==> config.mk <==
export PLATFORM = sky130hd
export DESIGN_NAME = pib_top
export DESIGN_NICKNAME = d
export VERILOG_FILES = /design/src/core/pib_flag_reg.v /design/src/core/pib_top.v
export VERILOG_INCLUDE_DIRS = /design/src /design/src/core
export SDC_FILE = /design/constraint.sdc
export NUM_CORES = 1
export LEC_CHECK = 0
export ABC_AREA = 1
export BUFFER_PORTS_ARGS = -buffer_cell sky130_fd_sc_hd__buf_2
export CAP_MARGIN = 30
export CORE_MARGIN = 2
export CORE_UTILIZATION = 52
export CTS_CLUSTER_DIAMETER = 50
export DETAILED_ROUTE_END_ITERATION = 8
export GPL_TIMING_DRIVEN = 0
export HOLD_SLACK_MARGIN = 0.06
export PLACE_DENSITY = 0.95
export SETUP_SLACK_MARGIN = 0.5
export SLEW_MARGIN = 10
export SYNTH_ARGS = -nofsm -noshare
export SYNTH_HDL_FRONTEND = slang
export SYNTH_SLANG_ARGS = --single-unit
==> constraint.sdc <==
create_clock -name clk_i -period 2.8 [get_ports clk_i]
set_clock_uncertainty 0.05 [all_clocks]
set_input_delay 0 -clock clk_i [delete_from_list [all_inputs] [get_ports clk_i]]
set_output_delay 0 -clock clk_i [all_outputs]
set_load 0.01 [all_outputs]
==> src/core/pib_regs.vh <==
`ifndef PIB_REGS_VH
`define PIB_REGS_VH

// register byte addresses
`define PIB_ADDR_CONTROL   8'h00
`define PIB_ADDR_ENABLE_1  8'h04
`define PIB_ADDR_ENABLE_2  8'h08
`define PIB_ADDR_FLAGS_1   8'h0C
`define PIB_ADDR_FLAGS_2   8'h10
`define PIB_ADDR_STATUS    8'h14
`define PIB_ADDR_MASK      8'h18

// control register fields
`define PIB_CTRL_GLOBAL_BIT 7
`define PIB_CTRL_GROUP_BIT  6
`define PIB_CTRL_MASK       8'hC0

// first flag register fields
`define PIB_F1_TIMER1_GATE  7
`define PIB_F1_CONVERTER    6
`define PIB_F1_RECEIVE      5
`define PIB_F1_TRANSMIT     4
`define PIB_F1_SYNC_SERIAL  3
`define PIB_F1_CAPTURE      2
`define PIB_F1_TIMER2_MATCH 1
`define PIB_F1_TIMER1_OVF   0
`define PIB_F1_RO_MASK      8'h30
`define PIB_F1_IMPL_MASK    8'hFF

// second enable / flag register fields
`define PIB_F2_OSC_FAIL     7
`define PIB_F2_COMPARATOR   5
`define PIB_F2_NVM_DONE     4
`define PIB_F2_COLLISION    3
`define PIB_F2_IMPL_MASK    8'hB8

// event status fields (write one to clear)
`define PIB_ST_REQ_RISE     0
`define PIB_ST_OVERRUN      1
`define PIB_ST_RO_WRITE     2
`define PIB_ST_IMPL_MASK    8'h07

// reset values
`define PIB_RESET_BYTE      8'h00
`define PIB_RESET_WORD      32'h00000000

`endif

==> src/core/pib_flag_reg.v <==
`timescale 1ns/1ns
// pending-flag register: hardware set beats a software clear in the same cycle
module pib_flag_reg #(
   parameter              WIDTH     = 8,
   parameter [WIDTH-1:0]  IMPL_MASK = {WIDTH{1'b1}},
   parameter [WIDTH-1:0]  RO_MASK   = {WIDTH{1'b0}}
) (
   input  wire             clk_i,
   input  wire             rst_i,
   input  wire [WIDTH-1:0] set_i,
   input  wire [WIDTH-1:0] level_i,
   input  wire             wr_i,
   input  wire [WIDTH-1:0] wdata_i,
   output wire [WIDTH-1:0] flags_o,
   output wire [WIDTH-1:0] overrun_o
);
   localparam [WIDTH-1:0] RW_MASK = IMPL_MASK & ~RO_MASK;

   reg [WIDTH-1:0] flags_reg;
   reg [WIDTH-1:0] flags_next;

   always @* begin
      flags_next = flags_reg;
      if (wr_i) begin
         flags_next = (wdata_i & RW_MASK) | (flags_reg & ~RW_MASK);
      end
      flags_next = (flags_next | (set_i & RW_MASK)) & RW_MASK;
      // read-only flags mirror the source's own level, cleared by the source
      flags_next = flags_next | (level_i & RO_MASK & IMPL_MASK);
   end

   always @(posedge clk_i) begin
      if (rst_i) begin
         flags_reg <= {WIDTH{1'b0}};
      end else begin
         flags_reg <= flags_next;
      end
   end

   assign flags_o   = flags_reg;
   assign overrun_o = set_i & flags_reg & RW_MASK;
endmodule // pib_flag_reg

==> src/core/pib_top.v <==
`timescale 1ns/1ns
`include "pib_regs.vh"
module pib_top #(
   parameter ADR_W = 8
) (
   input  wire             clk_i,
   input  wire             rst_i,
   // classic wishbone slave
   input  wire             wb_cyc_i,
   input  wire             wb_stb_i,
   input  wire             wb_we_i,
   input  wire [ADR_W-1:0] wb_adr_i,
   input  wire [3:0]       wb_sel_i,
   input  wire [31:0]      wb_dat_i,
   output wire [31:0]      wb_dat_o,
   output wire             wb_ack_o,
   // one-cycle event pulses from peripherals on this clock
   input  wire             timer1_gate_evt_i,
   input  wire             converter_evt_i,
   input  wire             sync_serial_evt_i,
   input  wire             capture_compare_evt_i,
   input  wire             timer2_match_evt_i,
   input  wire             timer1_overflow_evt_i,
   input  wire             osc_fail_evt_i,
   input  wire             comparator_evt_i,
   input  wire             nvm_write_done_evt_i,
   input  wire             bus_collision_evt_i,
   // levels held by the serial unit until it is serviced
   input  wire             serial_receive_lvl_i,
   input  wire             serial_transmit_lvl_i,
   // requests toward the processor core
   output wire             periph_irq_req_o,
   output wire             core_irq_req_o,
   output wire             irq_o
);
   // ---------------------------------------------------------------
   // register state
   // ---------------------------------------------------------------
   reg  [7:0]  irq_control_reg;
   reg  [7:0]  periph_irq_enable_1_reg;
   reg  [7:0]  periph_irq_enable_2_reg;
   reg  [7:0]  event_status_reg;
   reg  [7:0]  event_mask_reg;
   reg  [7:0]  event_status_next;
   reg         ack_reg;
   reg  [31:0] rdata_reg;
   reg  [31:0] rdata_next;
   reg         periph_req_reg;
   reg         core_req_reg;
   reg         irq_reg;
   reg         periph_req_prev_reg;

   wire [7:0]  periph_irq_flags_1;
   wire [7:0]  periph_irq_flags_2;
   wire [7:0]  overrun_1;
   wire [7:0]  overrun_2;
   wire [7:0]  set_1;
   wire [7:0]  set_2;
   wire [7:0]  level_1;
   wire [7:0]  level_2;

   wire        periph_group_enable;
   wire        global_irq_enable;

   // ---------------------------------------------------------------
   // bus decode
   // ---------------------------------------------------------------
   wire        bus_req;
   wire        bus_wr;
   wire        bus_rd;
   wire        lane0;
   wire [7:0]  wbyte;

   reg         hit_ctrl;
   reg         hit_en1;
   reg         hit_en2;
   reg         hit_fl1;
   reg         hit_fl2;
   reg         hit_st;
   reg         hit_mask;

   // the access is answered one cycle after it is seen, then ack drops
   assign bus_req = wb_cyc_i & wb_stb_i & ~ack_reg;
   assign lane0   = wb_sel_i[0];
   assign bus_wr  = bus_req & wb_we_i & lane0;
   assign bus_rd  = bus_req & ~wb_we_i;
   assign wbyte   = wb_dat_i[7:0];

   always @* begin
      hit_ctrl = 1'b0;
      hit_en1  = 1'b0;
      hit_en2  = 1'b0;
      hit_fl1  = 1'b0;
      hit_fl2  = 1'b0;
      hit_st   = 1'b0;
      hit_mask = 1'b0;
      if (wb_adr_i == `PIB_ADDR_CONTROL) begin
         hit_ctrl = 1'b1;
      end else if (wb_adr_i == `PIB_ADDR_ENABLE_1) begin
         hit_en1 = 1'b1;
      end else if (wb_adr_i == `PIB_ADDR_ENABLE_2) begin
         hit_en2 = 1'b1;
      end else if (wb_adr_i == `PIB_ADDR_FLAGS_1) begin
         hit_fl1 = 1'b1;
      end else if (wb_adr_i == `PIB_ADDR_FLAGS_2) begin
         hit_fl2 = 1'b1;
      end else if (wb_adr_i == `PIB_ADDR_STATUS) begin
         hit_st = 1'b1;
      end else if (wb_adr_i == `PIB_ADDR_MASK) begin
         hit_mask = 1'b1;
      end
   end

   wire wr_ctrl = bus_wr & hit_ctrl;
   wire wr_en1  = bus_wr & hit_en1;
   wire wr_en2  = bus_wr & hit_en2;
   wire wr_fl1  = bus_wr & hit_fl1;
   wire wr_fl2  = bus_wr & hit_fl2;
   wire wr_st   = bus_wr & hit_st;
   wire wr_mask = bus_wr & hit_mask;

   // ---------------------------------------------------------------
   // control and enable registers
   // ---------------------------------------------------------------
   always @(posedge clk_i) begin
      if (rst_i) begin
         irq_control_reg         <= `PIB_RESET_BYTE;
         periph_irq_enable_1_reg <= `PIB_RESET_BYTE;
         periph_irq_enable_2_reg <= `PIB_RESET_BYTE;
         event_mask_reg          <= `PIB_RESET_BYTE;
      end else begin
         if (wr_ctrl) begin
            irq_control_reg <= wbyte & `PIB_CTRL_MASK;
         end
         if (wr_en1) begin
            periph_irq_enable_1_reg <= wbyte;
         end
         if (wr_en2) begin
            periph_irq_enable_2_reg <= wbyte & `PIB_F2_IMPL_MASK;
         end
         if (wr_mask) begin
            event_mask_reg <= wbyte & `PIB_ST_IMPL_MASK;
         end
      end
   end

   assign periph_group_enable = irq_control_reg[`PIB_CTRL_GROUP_BIT];
   assign global_irq_enable   = irq_control_reg[`PIB_CTRL_GLOBAL_BIT];

   // ---------------------------------------------------------------
   // request flags
   // ---------------------------------------------------------------
   assign set_1[`PIB_F1_TIMER1_GATE]  = timer1_gate_evt_i;
   assign set_1[`PIB_F1_CONVERTER]    = converter_evt_i;
   assign set_1[`PIB_F1_RECEIVE]      = 1'b0;
   assign set_1[`PIB_F1_TRANSMIT]     = 1'b0;
   assign set_1[`PIB_F1_SYNC_SERIAL]  = sync_serial_evt_i;
   assign set_1[`PIB_F1_CAPTURE]      = capture_compare_evt_i;
   assign set_1[`PIB_F1_TIMER2_MATCH] = timer2_match_evt_i;
   assign set_1[`PIB_F1_TIMER1_OVF]   = timer1_overflow_evt_i;

   assign level_1 = {2'b00, serial_receive_lvl_i, serial_transmit_lvl_i, 4'h0};

   assign set_2[`PIB_F2_OSC_FAIL]   = osc_fail_evt_i;
   assign set_2[6]                  = 1'b0;
   assign set_2[`PIB_F2_COMPARATOR] = comparator_evt_i;
   assign set_2[`PIB_F2_NVM_DONE]   = nvm_write_done_evt_i;
   assign set_2[`PIB_F2_COLLISION]  = bus_collision_evt_i;
   assign set_2[2:0]                = 3'b000;

   assign level_2 = 8'h00;

   pib_flag_reg #(
      .WIDTH     (8),
      .IMPL_MASK (`PIB_F1_IMPL_MASK),
      .RO_MASK   (`PIB_F1_RO_MASK)
   ) u_flags_1 (
      .clk_i     (clk_i),
      .rst_i     (rst_i),
      .set_i     (set_1),
      .level_i   (level_1),
      .wr_i      (wr_fl1),
      .wdata_i   (wbyte),
      .flags_o   (periph_irq_flags_1),
      .overrun_o (overrun_1)
   );

   pib_flag_reg #(
      .WIDTH     (8),
      .IMPL_MASK (`PIB_F2_IMPL_MASK),
      .RO_MASK   (8'h00)
   ) u_flags_2 (
      .clk_i     (clk_i),
      .rst_i     (rst_i),
      .set_i     (set_2),
      .level_i   (level_2),
      .wr_i      (wr_fl2),
      .wdata_i   (wbyte),
      .flags_o   (periph_irq_flags_2),
      .overrun_o (overrun_2)
   );

   // ---------------------------------------------------------------
   // request combining
   // ---------------------------------------------------------------
   wire [15:0] pend_all;
   wire [15:0] en_all;
   wire [15:0] active;

   assign pend_all = {periph_irq_flags_2, periph_irq_flags_1};
   assign en_all   = {periph_irq_enable_2_reg, periph_irq_enable_1_reg};

   genvar gi;
   generate
      for (gi = 0; gi < 16; gi = gi + 1) begin : g_gate
         assign active[gi] = pend_all[gi] & en_all[gi];
      end
   endgenerate

   wire periph_req_next = (|active) & periph_group_enable;
   wire core_req_next   = periph_req_next & global_irq_enable;

   // ---------------------------------------------------------------
   // event status (write one to clear, set wins)
   // ---------------------------------------------------------------
   wire [7:0] evt_set;
   wire       ro_write;

   // a write that tries to raise a read-only serial flag is worth flagging
   assign ro_write = wr_fl1 & (|(wbyte & `PIB_F1_RO_MASK));

   assign evt_set[`PIB_ST_REQ_RISE] = periph_req_reg & ~periph_req_prev_reg;
   assign evt_set[`PIB_ST_OVERRUN]  = (|overrun_1) | (|overrun_2);
   assign evt_set[`PIB_ST_RO_WRITE] = ro_write;
   assign evt_set[7:3]              = 5'b00000;

   always @* begin
      event_status_next = event_status_reg;
      if (wr_st) begin
         event_status_next = event_status_reg & ~wbyte;
      end
      event_status_next = (event_status_next | evt_set) & `PIB_ST_IMPL_MASK;
   end

   always @(posedge clk_i) begin
      if (rst_i) begin
         event_status_reg    <= `PIB_RESET_BYTE;
         periph_req_reg      <= 1'b0;
         periph_req_prev_reg <= 1'b0;
         core_req_reg        <= 1'b0;
         irq_reg             <= 1'b0;
      end else begin
         event_status_reg    <= event_status_next;
         periph_req_reg      <= periph_req_next;
         periph_req_prev_reg <= periph_req_reg;
         core_req_reg        <= core_req_next;
         irq_reg             <= |(event_status_next & event_mask_reg);
      end
   end

   // ---------------------------------------------------------------
   // read path and acknowledge
   // ---------------------------------------------------------------
   always @* begin
      rdata_next = `PIB_RESET_WORD;
      if (hit_ctrl) begin
         rdata_next[7:0] = irq_control_reg;
      end else if (hit_en1) begin
         rdata_next[7:0] = periph_irq_enable_1_reg;
      end else if (hit_en2) begin
         rdata_next[7:0] = periph_irq_enable_2_reg & `PIB_F2_IMPL_MASK;
      end else if (hit_fl1) begin
         rdata_next[7:0] = periph_irq_flags_1;
      end else if (hit_fl2) begin
         rdata_next[7:0] = periph_irq_flags_2 & `PIB_F2_IMPL_MASK;
      end else if (hit_st) begin
         rdata_next[7:0] = event_status_reg;
      end else if (hit_mask) begin
         rdata_next[7:0] = event_mask_reg;
      end
   end

   always @(posedge clk_i) begin
      if (rst_i) begin
         ack_reg   <= 1'b0;
         rdata_reg <= `PIB_RESET_WORD;
      end else begin
         ack_reg <= bus_req;
         // unmapped addresses still ack, reading zero, so a stray access never hangs
         if (bus_rd) begin
            rdata_reg <= rdata_next;
         end
      end
   end

   assign wb_ack_o         = ack_reg;
   assign wb_dat_o         = rdata_reg;
   assign periph_irq_req_o = periph_req_reg;
   assign core_irq_req_o   = core_req_reg;
   assign irq_o            = irq_reg;
endmodule // pib_top

==> results by stage, run 1 <==
Placement:
- The HPWL after detailed placement is 4578 µm.
- In this run the tool buffered the top-level ports with 45 buffer cells.
- Before CTS, the worst setup slack after placement is 1365 ps.
- The congestion estimate from routability-driven global placement came to 0.8947.

Die:
- The area of the die is 0.005243 mm².
- The I/O pin count is 97.
- The floorplan step set the die width to roughly 72 µm.
- The starting density of the core is a little over half.
- The die is 72.41 µm tall.
- The area inside the core boundary is around 0.0044 mm².
- The standard-cell row count is 24.

Setup path:
- In this run the critical register-to-register path is captured at u_flags_1.flags_o[2].
- The worst setup path is captured at a register.
- Measured in cells, the most critical reg-to-reg path has a length of 11.
- The critical path class is in2reg.
- The highest net fanout along the worst path is 10.
- The critical path goes through dlygate4sd3_1 > buf_2 > clkbuf_1 > clkbuf_1 > a21oi_1 > dlygate4sd3_1.
- Broken down by cell family, the worst path's largest delay share belongs to buffers and inverters.
- The count of buffering cells on the critical path with inverters included is 5.
- The worst setup path is launched from an input pin.
- Data on the critical path arrives at its endpoint at roughly 2200 ps.
- The worst setup slack for register-to-register paths is 800 ps.
- The worst register-to-register path begins at wb_ack_o.
- Data on the critical path is required at its endpoint by 2950 ps.
- The highest cell delay on the worst timing path is roughly 580 ps.
- The cell type of the slowest stage on the worst timing path is sky130_fd_sc_hd__dlygate4sd3_1.

Synthesis:
- Of the total synthesized cell area, the portion taken by XOR and XNOR cells is 0%.
- Summing every instance area after synthesis gives 0.002434 mm².
- The post-synthesis compound-gate area fraction is 12.80%.
- After Yosys synthesis, and, or, nand and nor cells account for 34.70% of the synthesized area.
- The share of the synthesized area in the top cell type is 37.02%.
- After synthesis, the netlist uses 28 different library cells.
- After Yosys synthesis, full adders, half adders and majority gates account for 0% of the synthesized area.
- The largest area contributor in the netlist is sky130_fd_sc_hd__dfxtp_1.
- For this run, the leading register cell type out of synthesis is sky130_fd_sc_hd__dfxtp_1.
- After synthesis, the cell types taking the most area are sky130_fd_sc_hd__dfxtp_1 (37%), sky130_fd_sc_hd__nand2_1 (15%), sky130_fd_sc_hd__buf_4 (7.4%).
- Dividing the synthesized area by the synthesized cell count gives 6.798 µm².
- The most frequently used cell type in the post-synthesis netlist is sky130_fd_sc_hd__nand2_1.
- Counting flops with an async set or reset pin after synthesis yields a share of 0%.
- By area, the combinational part of the netlist is dominated by simple AND/OR/NAND/NOR gates.
- The fraction of the yosys area taken by sequential cells is a little under two fifths.
- The number of enable-type register cells in the synthesized netlist is 0.
- The portion of synthesized area spent on multiplexers is 0%.
- Counting flops and latches in the post-synthesis netlist gives 45.
- In the synthesized netlist, the cells that appear most often are sky130_fd_sc_hd__nand2_1 (97), sky130_fd_sc_hd__dfxtp_1 (45), sky130_fd_sc_hd__nor2_1 (35), sky130_fd_sc_hd__inv_1 (30), sky130_fd_sc_hd__a21oi_1 (27).
- The total of warnings raised by yosys is 0.
- The gate count of the mapped netlist is 358.

Detailed routing:
- The first-pass iteration count of the detailed router is 5.
- The detailed router finished its first iteration with 288 violations.
- The wire length on met2 is 3122 µm.
- The routed layout has between 2k and 3k vias.
- Once detail routing completed, the nets flagged for antenna violations numbered 0.
- The residual DRC count is 0.
- The uppermost signal routing layer after detailed routing is met4.
- The routed design uses about 520 µm of met3 wire.
- The detail-routed via count per cell is 5.083.
- For this block, the routed nets add up to 6420 µm of wire.
- The average routed wire per standard cell is 12.42 µm.
- For this block, wires on met1 add up to ~2600 µm.

Finish:
- Counting the fill cells in the layout gives ~350.
- Relative to the synthesized area, the layout overhead comes to 32.19%.
- 0 antenna diodes ended up in the layout.
- The share of cells above drive strength 1 is 23.23%.
- The utilization of the core after routing is 72.38%.
- The final layout contains 525 nets.

Run status:
- The flow ran to the end, and the final reports show no timing, DRC or antenna violations.

Clocking:
- Counting along the longest clock path gives a buffer depth of 2.
- The number of H-tree branching levels is 2.
- CTS saw 45 sinks.
- The number of buffers inserted by hold repair at cts is 31.
- TritonCTS built the clock tree.
- The number of buffers created by CTS is 5.
- The clock-pin slew of the registers on the worst-case setup and hold paths is 90 ps.
- Once the clock tree was built, the resizer swapped 0 gates to a different size.
- The total setup buffers inserted after CTS is 0.
- The buffer type at the clock tree root is sky130_fd_sc_hd__clkbuf_8.
- At the later pin of the worst-skew pair, clock insertion delay measures 310 ps.

Pwr:
- Summing internal, switching and leakage power gives 1.293 mW.
- For this design the static power due to leakage is roughly 1.6 nW.
- The power per cell area is 402.1 mW/mm².
- VDD sags by at most 0.3407 mV.

Global routing:
- The via count of the first global-routing pass is between 2k and 2.5k.
- The global router's overall resource usage is 25.38%.
- The number of antenna violations at the first check in global routing came to 0.
- The first global-routing pass estimated 10320 µm of wire.
- The aggregate global routing overflow is 0.
- Entering global routing, the biggest net connects 15 pins.

Hold path:
- The startpoint of the tightest hold check path is wb_stb_i.
- The worst hold path class is in2reg.
- The number of instances on the worst hold path is 5.
- The worst-case hold path end point is wb_ack_o.

Timing:
- Setup repair after global routing left no endpoint under its margin.
- The max-slew headroom at the worst pin is 60.76%.
- The final sum of negative setup slack is 0 ps.
- The least setup slack across all paths after layout is around 700 ps.
- Setup violations remaining at the end of the flow were counted as 0.
- The final-report hold violation count is 0.
- The number of pins exceeding their max-slew limit in the final report is 0.
- Static timing analysis puts the maximum clock frequency at 0.4806 GHz.
- In the finished design, the share of the clock period the worst path needs comes to about three quarters.
- Counting I/O delays and the setup requirement, the final critical path takes 2081 ps.
- At the pin with the least slew margin, the transition time is approximately 590 ps.

Run:
- The max-capacitance violation count is 0.
==> layout by cell type, fill, tap and decap left out, types with 24 or more instances in the layout <==
cell / instances
sky130_fd_sc_hd__a21oi_1: 27
sky130_fd_sc_hd__buf_4: 24
sky130_fd_sc_hd__nand2_1: 97
sky130_fd_sc_hd__dfxtp_1: 45
sky130_fd_sc_hd__inv_1: 30
sky130_fd_sc_hd__nor2_1: 35
sky130_fd_sc_hd__buf_2: 45
sky130_fd_sc_hd__conb_1: 24
sky130_fd_sc_hd__nand3_1: 25
sky130_fd_sc_hd__dlygate4sd3_1: 31
==> tightest hold or removal path, delay by kind of cell <==
| family | cells | cell delay, ps |
|---|---|---|
| buf+inv | 2 | 210 |
| simple gates | 3 | 170 |
==> layer usage <==
layer | vias up | global-route usage [%]
met2 | 145 | 45.26
met4 | 0 | 8.848
li1 | 1300 | -
met3 | 20 | 4.583
met1 | 1163 | 30.57
met5 | - | 0
==> cell families (layout without fill, tap and decap cells) <==
kind of cell	count (synthesis)	count (layout)
DFF	45	45
buffers and inverters	72	156
and+or+nand+nor	182	182
AOI/OAI and AO/OA	58	58
other	1	24
==> area by class of cell <==
cell class | count | area (µm²) | area share, %
plain buffers | 29 | 206.4 | 6.418
repair buffers | 76 | 535.5 | 16.65
clock inverters | 2 | 13.76 | 0.4278
flip-flops and latches | 45 | 900.9 | 28.00
inverters | 43 | 166.4 | 5.173
well taps | 52 | 65.06 | 2.023
clock buffers | 6 | 82.58 | 2.567
multi-input cells | 264 | 1246 | 38.74
==> power breakdown <==
part	total, mW	switching (mW)	internal (mW)	leakage [nW]
clock	0.430	0.230	0.200	0.0512
sequential	0.668	0.0143	0.654	0.367
combinational	0.195	0.0999	0.0954	1.23
==> per-stage QoR <==
step | area [µm²] | hold slack [ps] | std cells
3_5_place_dp | 2810 | 164.0 | 478
4_1_cts | 3217 | 77.65 | 517
6_report | 3217 | 70.55 | 517
2_1_floorplan | 2520 | 32.85 | 381
3_3_place_gp | 2810 | 153.1 | 478
5_1_grt | 3217 | 99.01 | 517
==> worst max-delay path by stage <==
stage          startpoint  cells past startpoint  slack (ps)                    to
4_1_cts             rst_i                      6         770  u_flags_1.flags_o[6]
3_5_place_dp     wb_ack_o                      8        1360  u_flags_1.flags_o[6]
3_3_place_gp     wb_ack_o                     10        1430  u_flags_1.flags_o[2]
6_report            rst_i                      6         720  u_flags_1.flags_o[6]
5_1_grt             rst_i                      6         600  u_flags_2.flags_o[4]
2_1_floorplan    wb_ack_o                     10        1510  u_flags_1.flags_o[2]
(Power assumes the default switching activity.)
==> run 2: changes to the inputs <==
--- a/config.mk
+++ b/config.mk
@@ -10,12 +10,12 @@
 export BUFFER_PORTS_ARGS = -buffer_cell sky130_fd_sc_hd__buf_2
 export CAP_MARGIN = 30
 export CORE_MARGIN = 2
-export CORE_UTILIZATION = 52
+export CORE_UTILIZATION = 48
 export CTS_CLUSTER_DIAMETER = 50
 export DETAILED_ROUTE_END_ITERATION = 8
 export GPL_TIMING_DRIVEN = 0
 export HOLD_SLACK_MARGIN = 0.06
-export PLACE_DENSITY = 0.95
+export PLACE_DENSITY = 0.89
 export SETUP_SLACK_MARGIN = 0.5
 export SLEW_MARGIN = 10
 export SYNTH_ARGS = -nofsm -noshare
==> constraint.sdc (replaced) <==
create_clock -name clk_i -period 2.17 [get_ports clk_i]
set_clock_uncertainty 0.05 [all_clocks]
set_input_delay 0 -clock clk_i [delete_from_list [all_inputs] [get_ports clk_i]]
set_output_delay 0 -clock clk_i [all_outputs]
set_load 0.01 [all_outputs]
==> run 2 against run 1 <==
Core utilization shrank 6.5 points. Hold slack lost 15 ps. Critical endpoint is now u_flags_2.flags_o[3]. Largest cell class unchanged. Cell count grew 1.4%. Cell area shrank 1.4%. Register-to-register slack lost 100 ps.
==> results by stage, run 2 (synthesized netlist as in run 1, its figures left out) <==
Timing:
- The actual slew at the worst max-slew pin is 600.6 ps (+12.08 ps).
- Setup repair after global routing left no endpoint under its margin.
- The fmax is 0.6735 GHz.
- The minimum hold slack came to 56.04 ps (-14.52 ps).
- The least setup slack across all paths after layout is 685.2 ps (-34.14 ps).
- Of the available clock period, the critical path in the final layout requires between 60 and 70%.
- The time the worst path needs with I/O delays and setup is 1485 ps.
- The final-report hold violation count is 0 (unchanged).
- The final sum of negative setup slack came to 0 ps (unchanged).
- The number of pins exceeding their max-slew limit in the final report came to 0 (unchanged).
- The max-slew headroom at the worst pin was 59.96% (-0.81 points).
- The setup violation total in the final timing report is 0 (unchanged).

Global routing:
- The aggregate global routing overflow was 0 (unchanged).
- The global router's overall resource usage is 23.98% (-1.4 points).
- The maximum number of pins on one net before global-route repair is 15 (unchanged).
- The wire length of the first global-routing pass was 10240 µm (-0.74%).
- The via count of the first global-routing pass is 2307 (-3.0%).
- The number of antenna violations at the first check in global routing is 0 (unchanged).

Setup path:
- The worst setup path is captured at a register.
- The data required time at the worst endpoint is 2320 ps (-630 ps).
- The worst setup slack for register-to-register paths is 700 ps (-100 ps).
- The signal arrival time at the worst endpoint is 1630 ps (-600 ps).
- The highest net fanout along the worst path is 7 (-3).
- STA classifies the critical path startpoint as an input pin.
- The critical path is of the in2reg type.

Finish:
- The share of cells above drive strength 1 is 23.63% (+0.41 points).
- Leaving out fill and tap cells, the most frequent cell in the layout is sky130_fd_sc_hd__nand2_1.
- In the layout the commonest cells are sky130_fd_sc_hd__nand2_1 (97), sky130_fd_sc_hd__dfxtp_1 (45), sky130_fd_sc_hd__buf_2 (45), sky130_fd_sc_hd__nor2_1 (35), sky130_fd_sc_hd__inv_1 (30).
- The number of fill cells is 453 (+31%).
- The utilization of the core after routing came to 65.84% (-6.5 points).
- The area used by multi-input combinational logic is 0.001246 mm² (unchanged).
- The area used by sequential logic in the layout is 900.9 µm² (unchanged).
- The number of nets in the layout was 517 (-1.5%).
- The final antenna diode count was 0 (unchanged).
- From synthesis to final layout, the design area changed by 30.33%.

Placement:
- The placer's final routability congestion estimate is 0.9098 (+1.7%).
- The HPWL after detailed placement is 4649 µm (+1.6%).
- The number of port buffers was 45 (unchanged).
- The worst setup timing slack at the placement stage was 740.1 ps (-624.9 ps).

Die:
- The I/O pin count is 97 (unchanged).
- The standard-cell row count is 25 (+4.2%).
- The area of the die was 0.005656 mm² (+7.9%).
- The die boundary width came to 75.21 µm (+3.9%).
- The area inside the core boundary is 0.004817 mm² (+8.4%).
- The starting density of the core is 50.52% (-4.2 points).
- The die boundary height was 75.21 µm (+3.9%).

Detailed routing:
- The violation count after the first detailed-routing iteration is 259 (-10%).
- The total length of routed wires is 6240 µm (-2.8%).
- The residual DRC count is 0 (unchanged).
- The number of routed nets with antenna violations is 0 (unchanged).
- The overall via count from detail_route came to 2489 (-5.3%).
- The detail-routed via count per cell came to 4.750 (-6.6%).
- The average routed wire per standard cell is 11.91 µm (-4.1%).
- The first-pass iteration count of the detailed router is 4 (-1).

Clocking:
- TritonCTS built the clock tree.
- The number of H-tree branching levels was 2 (unchanged).
- The maximum number of buffers from clock root to sink came to 2 (unchanged).
- The source-to-sink clock delay at the later pin of the worst-skew pair is 300 ps (about the same).
- The clock-pin slew of the registers on the worst-case setup and hold paths is 90 ps (about the same).
- The number of buffers created by CTS was 5 (unchanged).
- The number of sinks driven by the clock tree was 45 (unchanged).
- Clock tree synthesis selected as its root buffer the cell sky130_fd_sc_hd__clkbuf_8.

Run:
- The max-capacitance violation count is 0 (unchanged).

Run status:
- The run finished with clean final reports.

Pwr:
- The worst voltage drop across the vdd grid is 0.4103 mV (+20%).
- The power per cell area is 547.1 mW/mm² (+36%).
- The leakage dissipation is 1.615 nW (-1.8%).

Hold path:
- The min-delay analysis places its worst path in the category in2reg.
==> run 2: cell types whose count changed in the layout (fill, tap and decap cells not counted), sizes merged <==
cell         previous run  this run
bufinv                  0         1
clkinv                  4         3
dlygate4sd3            31        23
==> run 2: worst paths after layout <==
check,cells past startpoint,start,endpoint
max,13,wb_stb_i,u_flags_2.flags_o[3]
min,5,wb_cyc_i,wb_ack_o
max reg2reg,10,wb_ack_o,u_flags_2.flags_o[3]
min reg2reg,2,periph_irq_req_o,periph_req_prev_reg
==> run 2: per-layer routing <==
layer / wire length, µm / GRT usage, % / vias to the layer above
met5: 0 / 0 / -
met3: 413 / 4.150 / 14
met1: 2600 / 29.10 / 1106
li1: - / - / 1281
met2: 3101 / 42.88 / 88
met4: 125 / 7.992 / 0
==> run 2: what timing repair did <==
item	4_1_cts	5_1_grt
endpoints found under the setup margin	0	9
buffers inserted	0	0
hold buffers	23	0
resized for setup	0	2
hold endpoints to repair	37	0
==> run 2: final cells by class <==
cell class	instances	share of cell area (%)
clock buffer	6	2.288
clock inverter	2	1.223
tap	67	2.643
inverter	43	5.247
sequential	45	28.40
multi-input combinational	264	39.29
timing repair buffer	68	14.36
buffer	29	6.548
==> run 2: stage by stage <==
stage	area (µm²)	total power [mW]	std cells
after CTS	3171	1.740	524
after detailed placement	2829	1.080	493
after global placement	2829	1.074	493
after global routing	3172	1.814	524
after floorplan	2520	1.009	381
final	3172	1.735	524
==> run 2: critical path: stages <==
cell and delay, ps:
sky130_fd_sc_hd__dlygate4sd3_1 520, sky130_fd_sc_hd__buf_2 100, sky130_fd_sc_hd__nand2_1 50, sky130_fd_sc_hd__nor2_2 80
sky130_fd_sc_hd__inv_2 80, sky130_fd_sc_hd__nor2_8 170, sky130_fd_sc_hd__inv_4 90, sky130_fd_sc_hd__nor2_4 160
sky130_fd_sc_hd__inv_2 80, sky130_fd_sc_hd__nand2_1 70, sky130_fd_sc_hd__nand2_1 50, sky130_fd_sc_hd__o21ai_1 130
sky130_fd_sc_hd__inv_1 60
==> run 2: where the power goes <==
| part | internal [mW] | switching, mW |
|---|---|---|
| clock network | 0.346 | 0.291 |
| logic | 0.110 | 0.127 |
| registers | 0.844 | 0.0174 |
| total | 1.30 | 0.435 |
==> run 3: changes to the inputs <==
--- a/config.mk
+++ b/config.mk
@@ -6,16 +6,16 @@
 export SDC_FILE = /design/constraint.sdc
 export NUM_CORES = 1
 export LEC_CHECK = 0
-export ABC_AREA = 1
+export ABC_AREA = 0
 export BUFFER_PORTS_ARGS = -buffer_cell sky130_fd_sc_hd__buf_2
 export CAP_MARGIN = 30
 export CORE_MARGIN = 2
-export CORE_UTILIZATION = 48
+export CORE_UTILIZATION = 44
 export CTS_CLUSTER_DIAMETER = 50
 export DETAILED_ROUTE_END_ITERATION = 8
 export GPL_TIMING_DRIVEN = 0
 export HOLD_SLACK_MARGIN = 0.06
-export PLACE_DENSITY = 0.89
+export PLACE_DENSITY = 0.87
 export SETUP_SLACK_MARGIN = 0.5
 export SLEW_MARGIN = 10
 export SYNTH_ARGS = -nofsm -noshare
==> constraint.sdc (replaced) <==
create_clock -name clk_i -period 1.2 [get_ports clk_i]
set_clock_uncertainty 0.05 [all_clocks]
set_input_delay 0 -clock clk_i [delete_from_list [all_inputs] [get_ports clk_i]]
set_output_delay 0 -clock clk_i [all_outputs]
set_load 0.01 [all_outputs]
==> run 3 against run 2 <==
The flow now finishes with violations (negative hold slack, negative setup slack). Cell area increased by 8.4%. Core utilization shrank 2.2 points. Critical path depth is 7 lower. Clock-buffer cell count up 1. Combinational power grew 110%. Flip-flop and latch count unchanged. Synthesized cell count fell by 24%. Global-route usage shrank 1.5 points. Non-clock buffer count increased by 13. First-iteration DRC count shrank 30%. Setup slack got worse by 1400 ps. Critical path type is now reg2reg. Highest routed layer unchanged.
==> results by stage, run 3 <==
Timing:
- The max-slew headroom at the worst pin is 56.81% (-3.1 points).
- The number of pins exceeding their max-slew limit in the final report came to 0 (unchanged).
- Setup repair after global routing could not meet its margin everywhere.
- For the finished layout, the period the worst path requires is between 1500 and 2000 ps.
- The actual slew at the worst max-slew pin is 647.8 ps (+47.15 ps).
- Dividing the final minimum period by the clock period gives 157.6%.
- The minimum hold slack came to -62.04 ps (-118.1 ps).
- The final sum of negative setup slack is -20180 ps (-20180 ps).
- The least setup slack across all paths after layout is -691.8 ps (-1377 ps).
- The setup violation total in the final timing report is 41 (+41).
- The final-report hold violation count is 15 (+15).
- The fmax is 0.5286 GHz.

Synthesis:
- sky130_fd_sc_hd__dfxtp_1 takes more of the synthesized area than any other cell.
- The post-synth design cell area is 0.002427 mm² (-0.26%).
- The share of flip-flops with an asynchronous set or reset after synthesis came to 0% (unchanged).
- The gate count of the mapped netlist was 273 (-24%).
- Ranked by total cell area, the synthesized netlist is headed by sky130_fd_sc_hd__dfxtp_1 (37%), sky130_fd_sc_hd__mux2i_1 (13%), sky130_fd_sc_hd__buf_4 (7.4%).
- The number of enable-type register cells in the synthesized netlist came to 0 (unchanged).
- The commonest register cell after synthesis is sky130_fd_sc_hd__dfxtp_1.
- After synthesis, the most frequently instantiated cells are sky130_fd_sc_hd__dfxtp_1 (45), sky130_fd_sc_hd__mux2i_1 (31), sky130_fd_sc_hd__nor2_1 (30), sky130_fd_sc_hd__buf_4 (24), sky130_fd_sc_hd__a21oi_1 (16).
- The share of the synthesized area in the top cell type is 37.11% (+0.095 points).
- In the post-synthesis netlist, the cell with the most instances is sky130_fd_sc_hd__dfxtp_1.
- The post-synthesis sequential element count is 45 (unchanged).
- The fraction of the yosys area taken by sequential cells came to 37.11% (+0.095 points).
- The synthesized area divided by synthesized cell count is 8.891 µm² (+31%).
- The total of warnings raised by yosys is 0 (unchanged).
- The count of unique library cells instantiated by Yosys was 45 (+61%).

Finish:
- The number of cells in the finished layout apart from fillers is 450 (-14%).
- The number of nets in the layout was 438 (-15%).
- The utilization of the core after routing is 63.61% (-2.2 points).
- The number of fill cells came to 459 (+1.3%).
- The area used by multi-input combinational logic is 0.001434 mm² (+15%).
- The final antenna diode count was 0 (unchanged).
- The share of cells above drive strength 1 is 37.30% (+14 points).
- In the layout the commonest cells are sky130_fd_sc_hd__buf_4 (38), sky130_fd_sc_hd__buf_2 (32), sky130_fd_sc_hd__dfxtp_1 (30), sky130_fd_sc_hd__mux2i_1 (29), sky130_fd_sc_hd__nor2_1 (27).
- The final design area excluding fillers is 0.003438 mm² (+8.4%).
- The area overhead of the layout relative to synthesis is 41.65%.
- The library cell used most frequently in the layout, excluding fill and tap cells, is sky130_fd_sc_hd__buf_4.
- The area used by sequential logic in the layout was 922.1 µm² (+2.4%).

Setup path:
- The highest net fanout along the worst path is 5 (-2).
- The signal arrival time at the worst endpoint is 2020 ps (+390 ps).
- The worst setup path is captured at a register.
- The data required time at the worst endpoint was 1320 ps (-1000 ps).
- The critical path class is reg2reg.
- The highest cell delay on the worst timing path is 520 ps (about the same).
- The cell type group with the largest total delay on the critical path is simple AND/OR/NAND/NOR gates.
- For this design, the slowest cell found on the critical path is sky130_fd_sc_hd__or4_4.
- Walking the worst path, the cells encountered are nand3b_1 > or2_1 > buf_8 > or4_4 > mux2i_1 > nor2_1.
- The kind of launch point of the worst setup path is a register.
- The count of buffering cells on the critical path with inverters included is 1 (-5).
- The worst setup slack for register-to-register paths is -690 ps (-1390 ps).

Detailed routing:
- The total length of routed wires was 6941 µm (+11%).
- The overall via count from detail_route came to 2362 (-5.1%).
- The number of routed nets with antenna violations is 0 (unchanged).
- The first-pass iteration count of the detailed router is 5 (+1).
- The residual DRC count was 0 (unchanged).
- The violation count after the first detailed-routing iteration is 182 (-30%).
- The average routed wire per standard cell is 15.42 µm (+30%).
- The detail-routed via count per cell came to 5.249 (+11%).

Global routing:
- The maximum number of pins on one net before global-route repair is 14 (-1).
- The global router's overall resource usage is 22.52% (-1.5 points).
- The wire length of the first global-routing pass is 10660 µm (+4.1%).
- The aggregate global routing overflow was 0 (unchanged).
- The via count of the first global-routing pass is 2159 (-6.4%).
- The number of antenna violations at the first check in global routing was 0 (unchanged).

Placement:
- The number of port buffers is 44 (-2.2%).
- The worst setup timing slack at the placement stage is -1064 ps (-1804 ps).
- The placer's final routability congestion estimate is 0.8864 (-2.6%).
- The HPWL after detailed placement was 4695 µm (+0.97%).
- The placed instance area is 0.002867 mm² (+1.3%).
- The placed cell count was 412 (-16%).

Die:
- The die boundary width is 78.28 µm (+4.1%).
- The starting density of the core is 44.91% (-5.6 points).
- The standard-cell row count is 27 (+8.0%).
- The area inside the core boundary was 0.005405 mm² (+12%).
- The I/O pin count is 97 (unchanged).
- The die boundary height is 78.28 µm (+4.1%).
- The area of the die is 0.006127 mm² (+8.3%).

Clocking:
- The maximum number of buffers from clock root to sink was 2 (unchanged).
- The source-to-sink clock delay at the later pin of the worst-skew pair is 300 ps (about the same).
- The number of H-tree branching levels is 2 (unchanged).
- The buffer type at the clock tree root is sky130_fd_sc_hd__clkbuf_8.
- The clock-pin slew of the registers on the worst-case setup and hold paths was 80 ps (about the same).
- The TritonCTS clock tree is built.
- The number of buffers inserted by hold repair at cts was 12 (-48%).
- The number of buffers created by CTS came to 5 (unchanged).
- The number of sinks driven by the clock tree was 45 (unchanged).

Pwr:
- The power per cell area came to 900.7 mW/mm² (+65%).
- The worst voltage drop across the vdd grid is 0.6129 mV (+49%).
- The leakage dissipation is 1.452 nW (-10%).
- The total power is 3.097 mW (+78%).

Run status:
- The run finished, with violations left.
- The final reports fail on negative hold slack, negative setup slack.

Run:
- The max-capacitance violation count came to 0 (unchanged).

Hold path:
- The worst hold path class is in2reg.
==> run 3: path summary, 6_finish.rpt <==
kind                from                          to  cells past startpoint
max reg2reg     wb_ack_o          irq_control_reg[6]                      6
min reg2reg  wb_dat_o[4]                 wb_dat_o[4]                      2
min          wb_dat_i[6]  periph_irq_enable_1_reg[6]                      3
max             wb_ack_o          irq_control_reg[6]                      6
==> run 3: cell type report <==
cell class | count | share of cell area [%]
buffer | 36 | 7.424
clock buffer | 7 | 2.802
clock inverter | 1 | 0.1456
inverter | 14 | 1.528
multi-input combinational | 201 | 41.70
sequential | 45 | 26.82
tap | 72 | 2.620
timing repair buffer | 74 | 16.96
==> run 3: worst reg2reg max path, delay by kind of cell (launching register included) <==
| family | cells | cell delay [ps] |
|---|---|---|
| simple gates | 4 | 1060 |
| flops | 1 | 320 |
| mux | 1 | 180 |
| buf+inv | 1 | 160 |
==> run 3: cell families after synthesis <==
kind of cell / Yosys count / share of synthesized area [%]
flip-flops: 45 / 37.11
buffers and inverters: 50 / 12.06
multiplexers: 33 / 14.18
AO/OA/AOI/OAI: 58 / 16.03
AND/OR/NAND/NOR: 86 / 20.46
other: 1 / 0.1545
==> run 3: timing repair <==
item                       CTS  global route
setup buffers               16             2
setup endpoints to repair   54            54
pin swaps                   19             8
resized for setup           37            16
hold endpoints to repair    33            28
==> run 3: where the power goes <==
part | internal [mW] | switching, mW | leakage (nW)
clock network | 0.521 | 0.505 | 0.0542
logic | 0.235 | 0.260 | 1.02
registers | 1.53 | 0.0443 | 0.374
total | 2.29 | 0.810 | 1.45
==> run 3: metal layers <==
metal	global-route usage, %	routed length (µm)	vias to the layer above
li1	-	-	1139
met1	29.15	2899	1064
met2	36.81	3289	143
met3	4.368	597	16
met4	9.298	154	0
met5	0	0	-
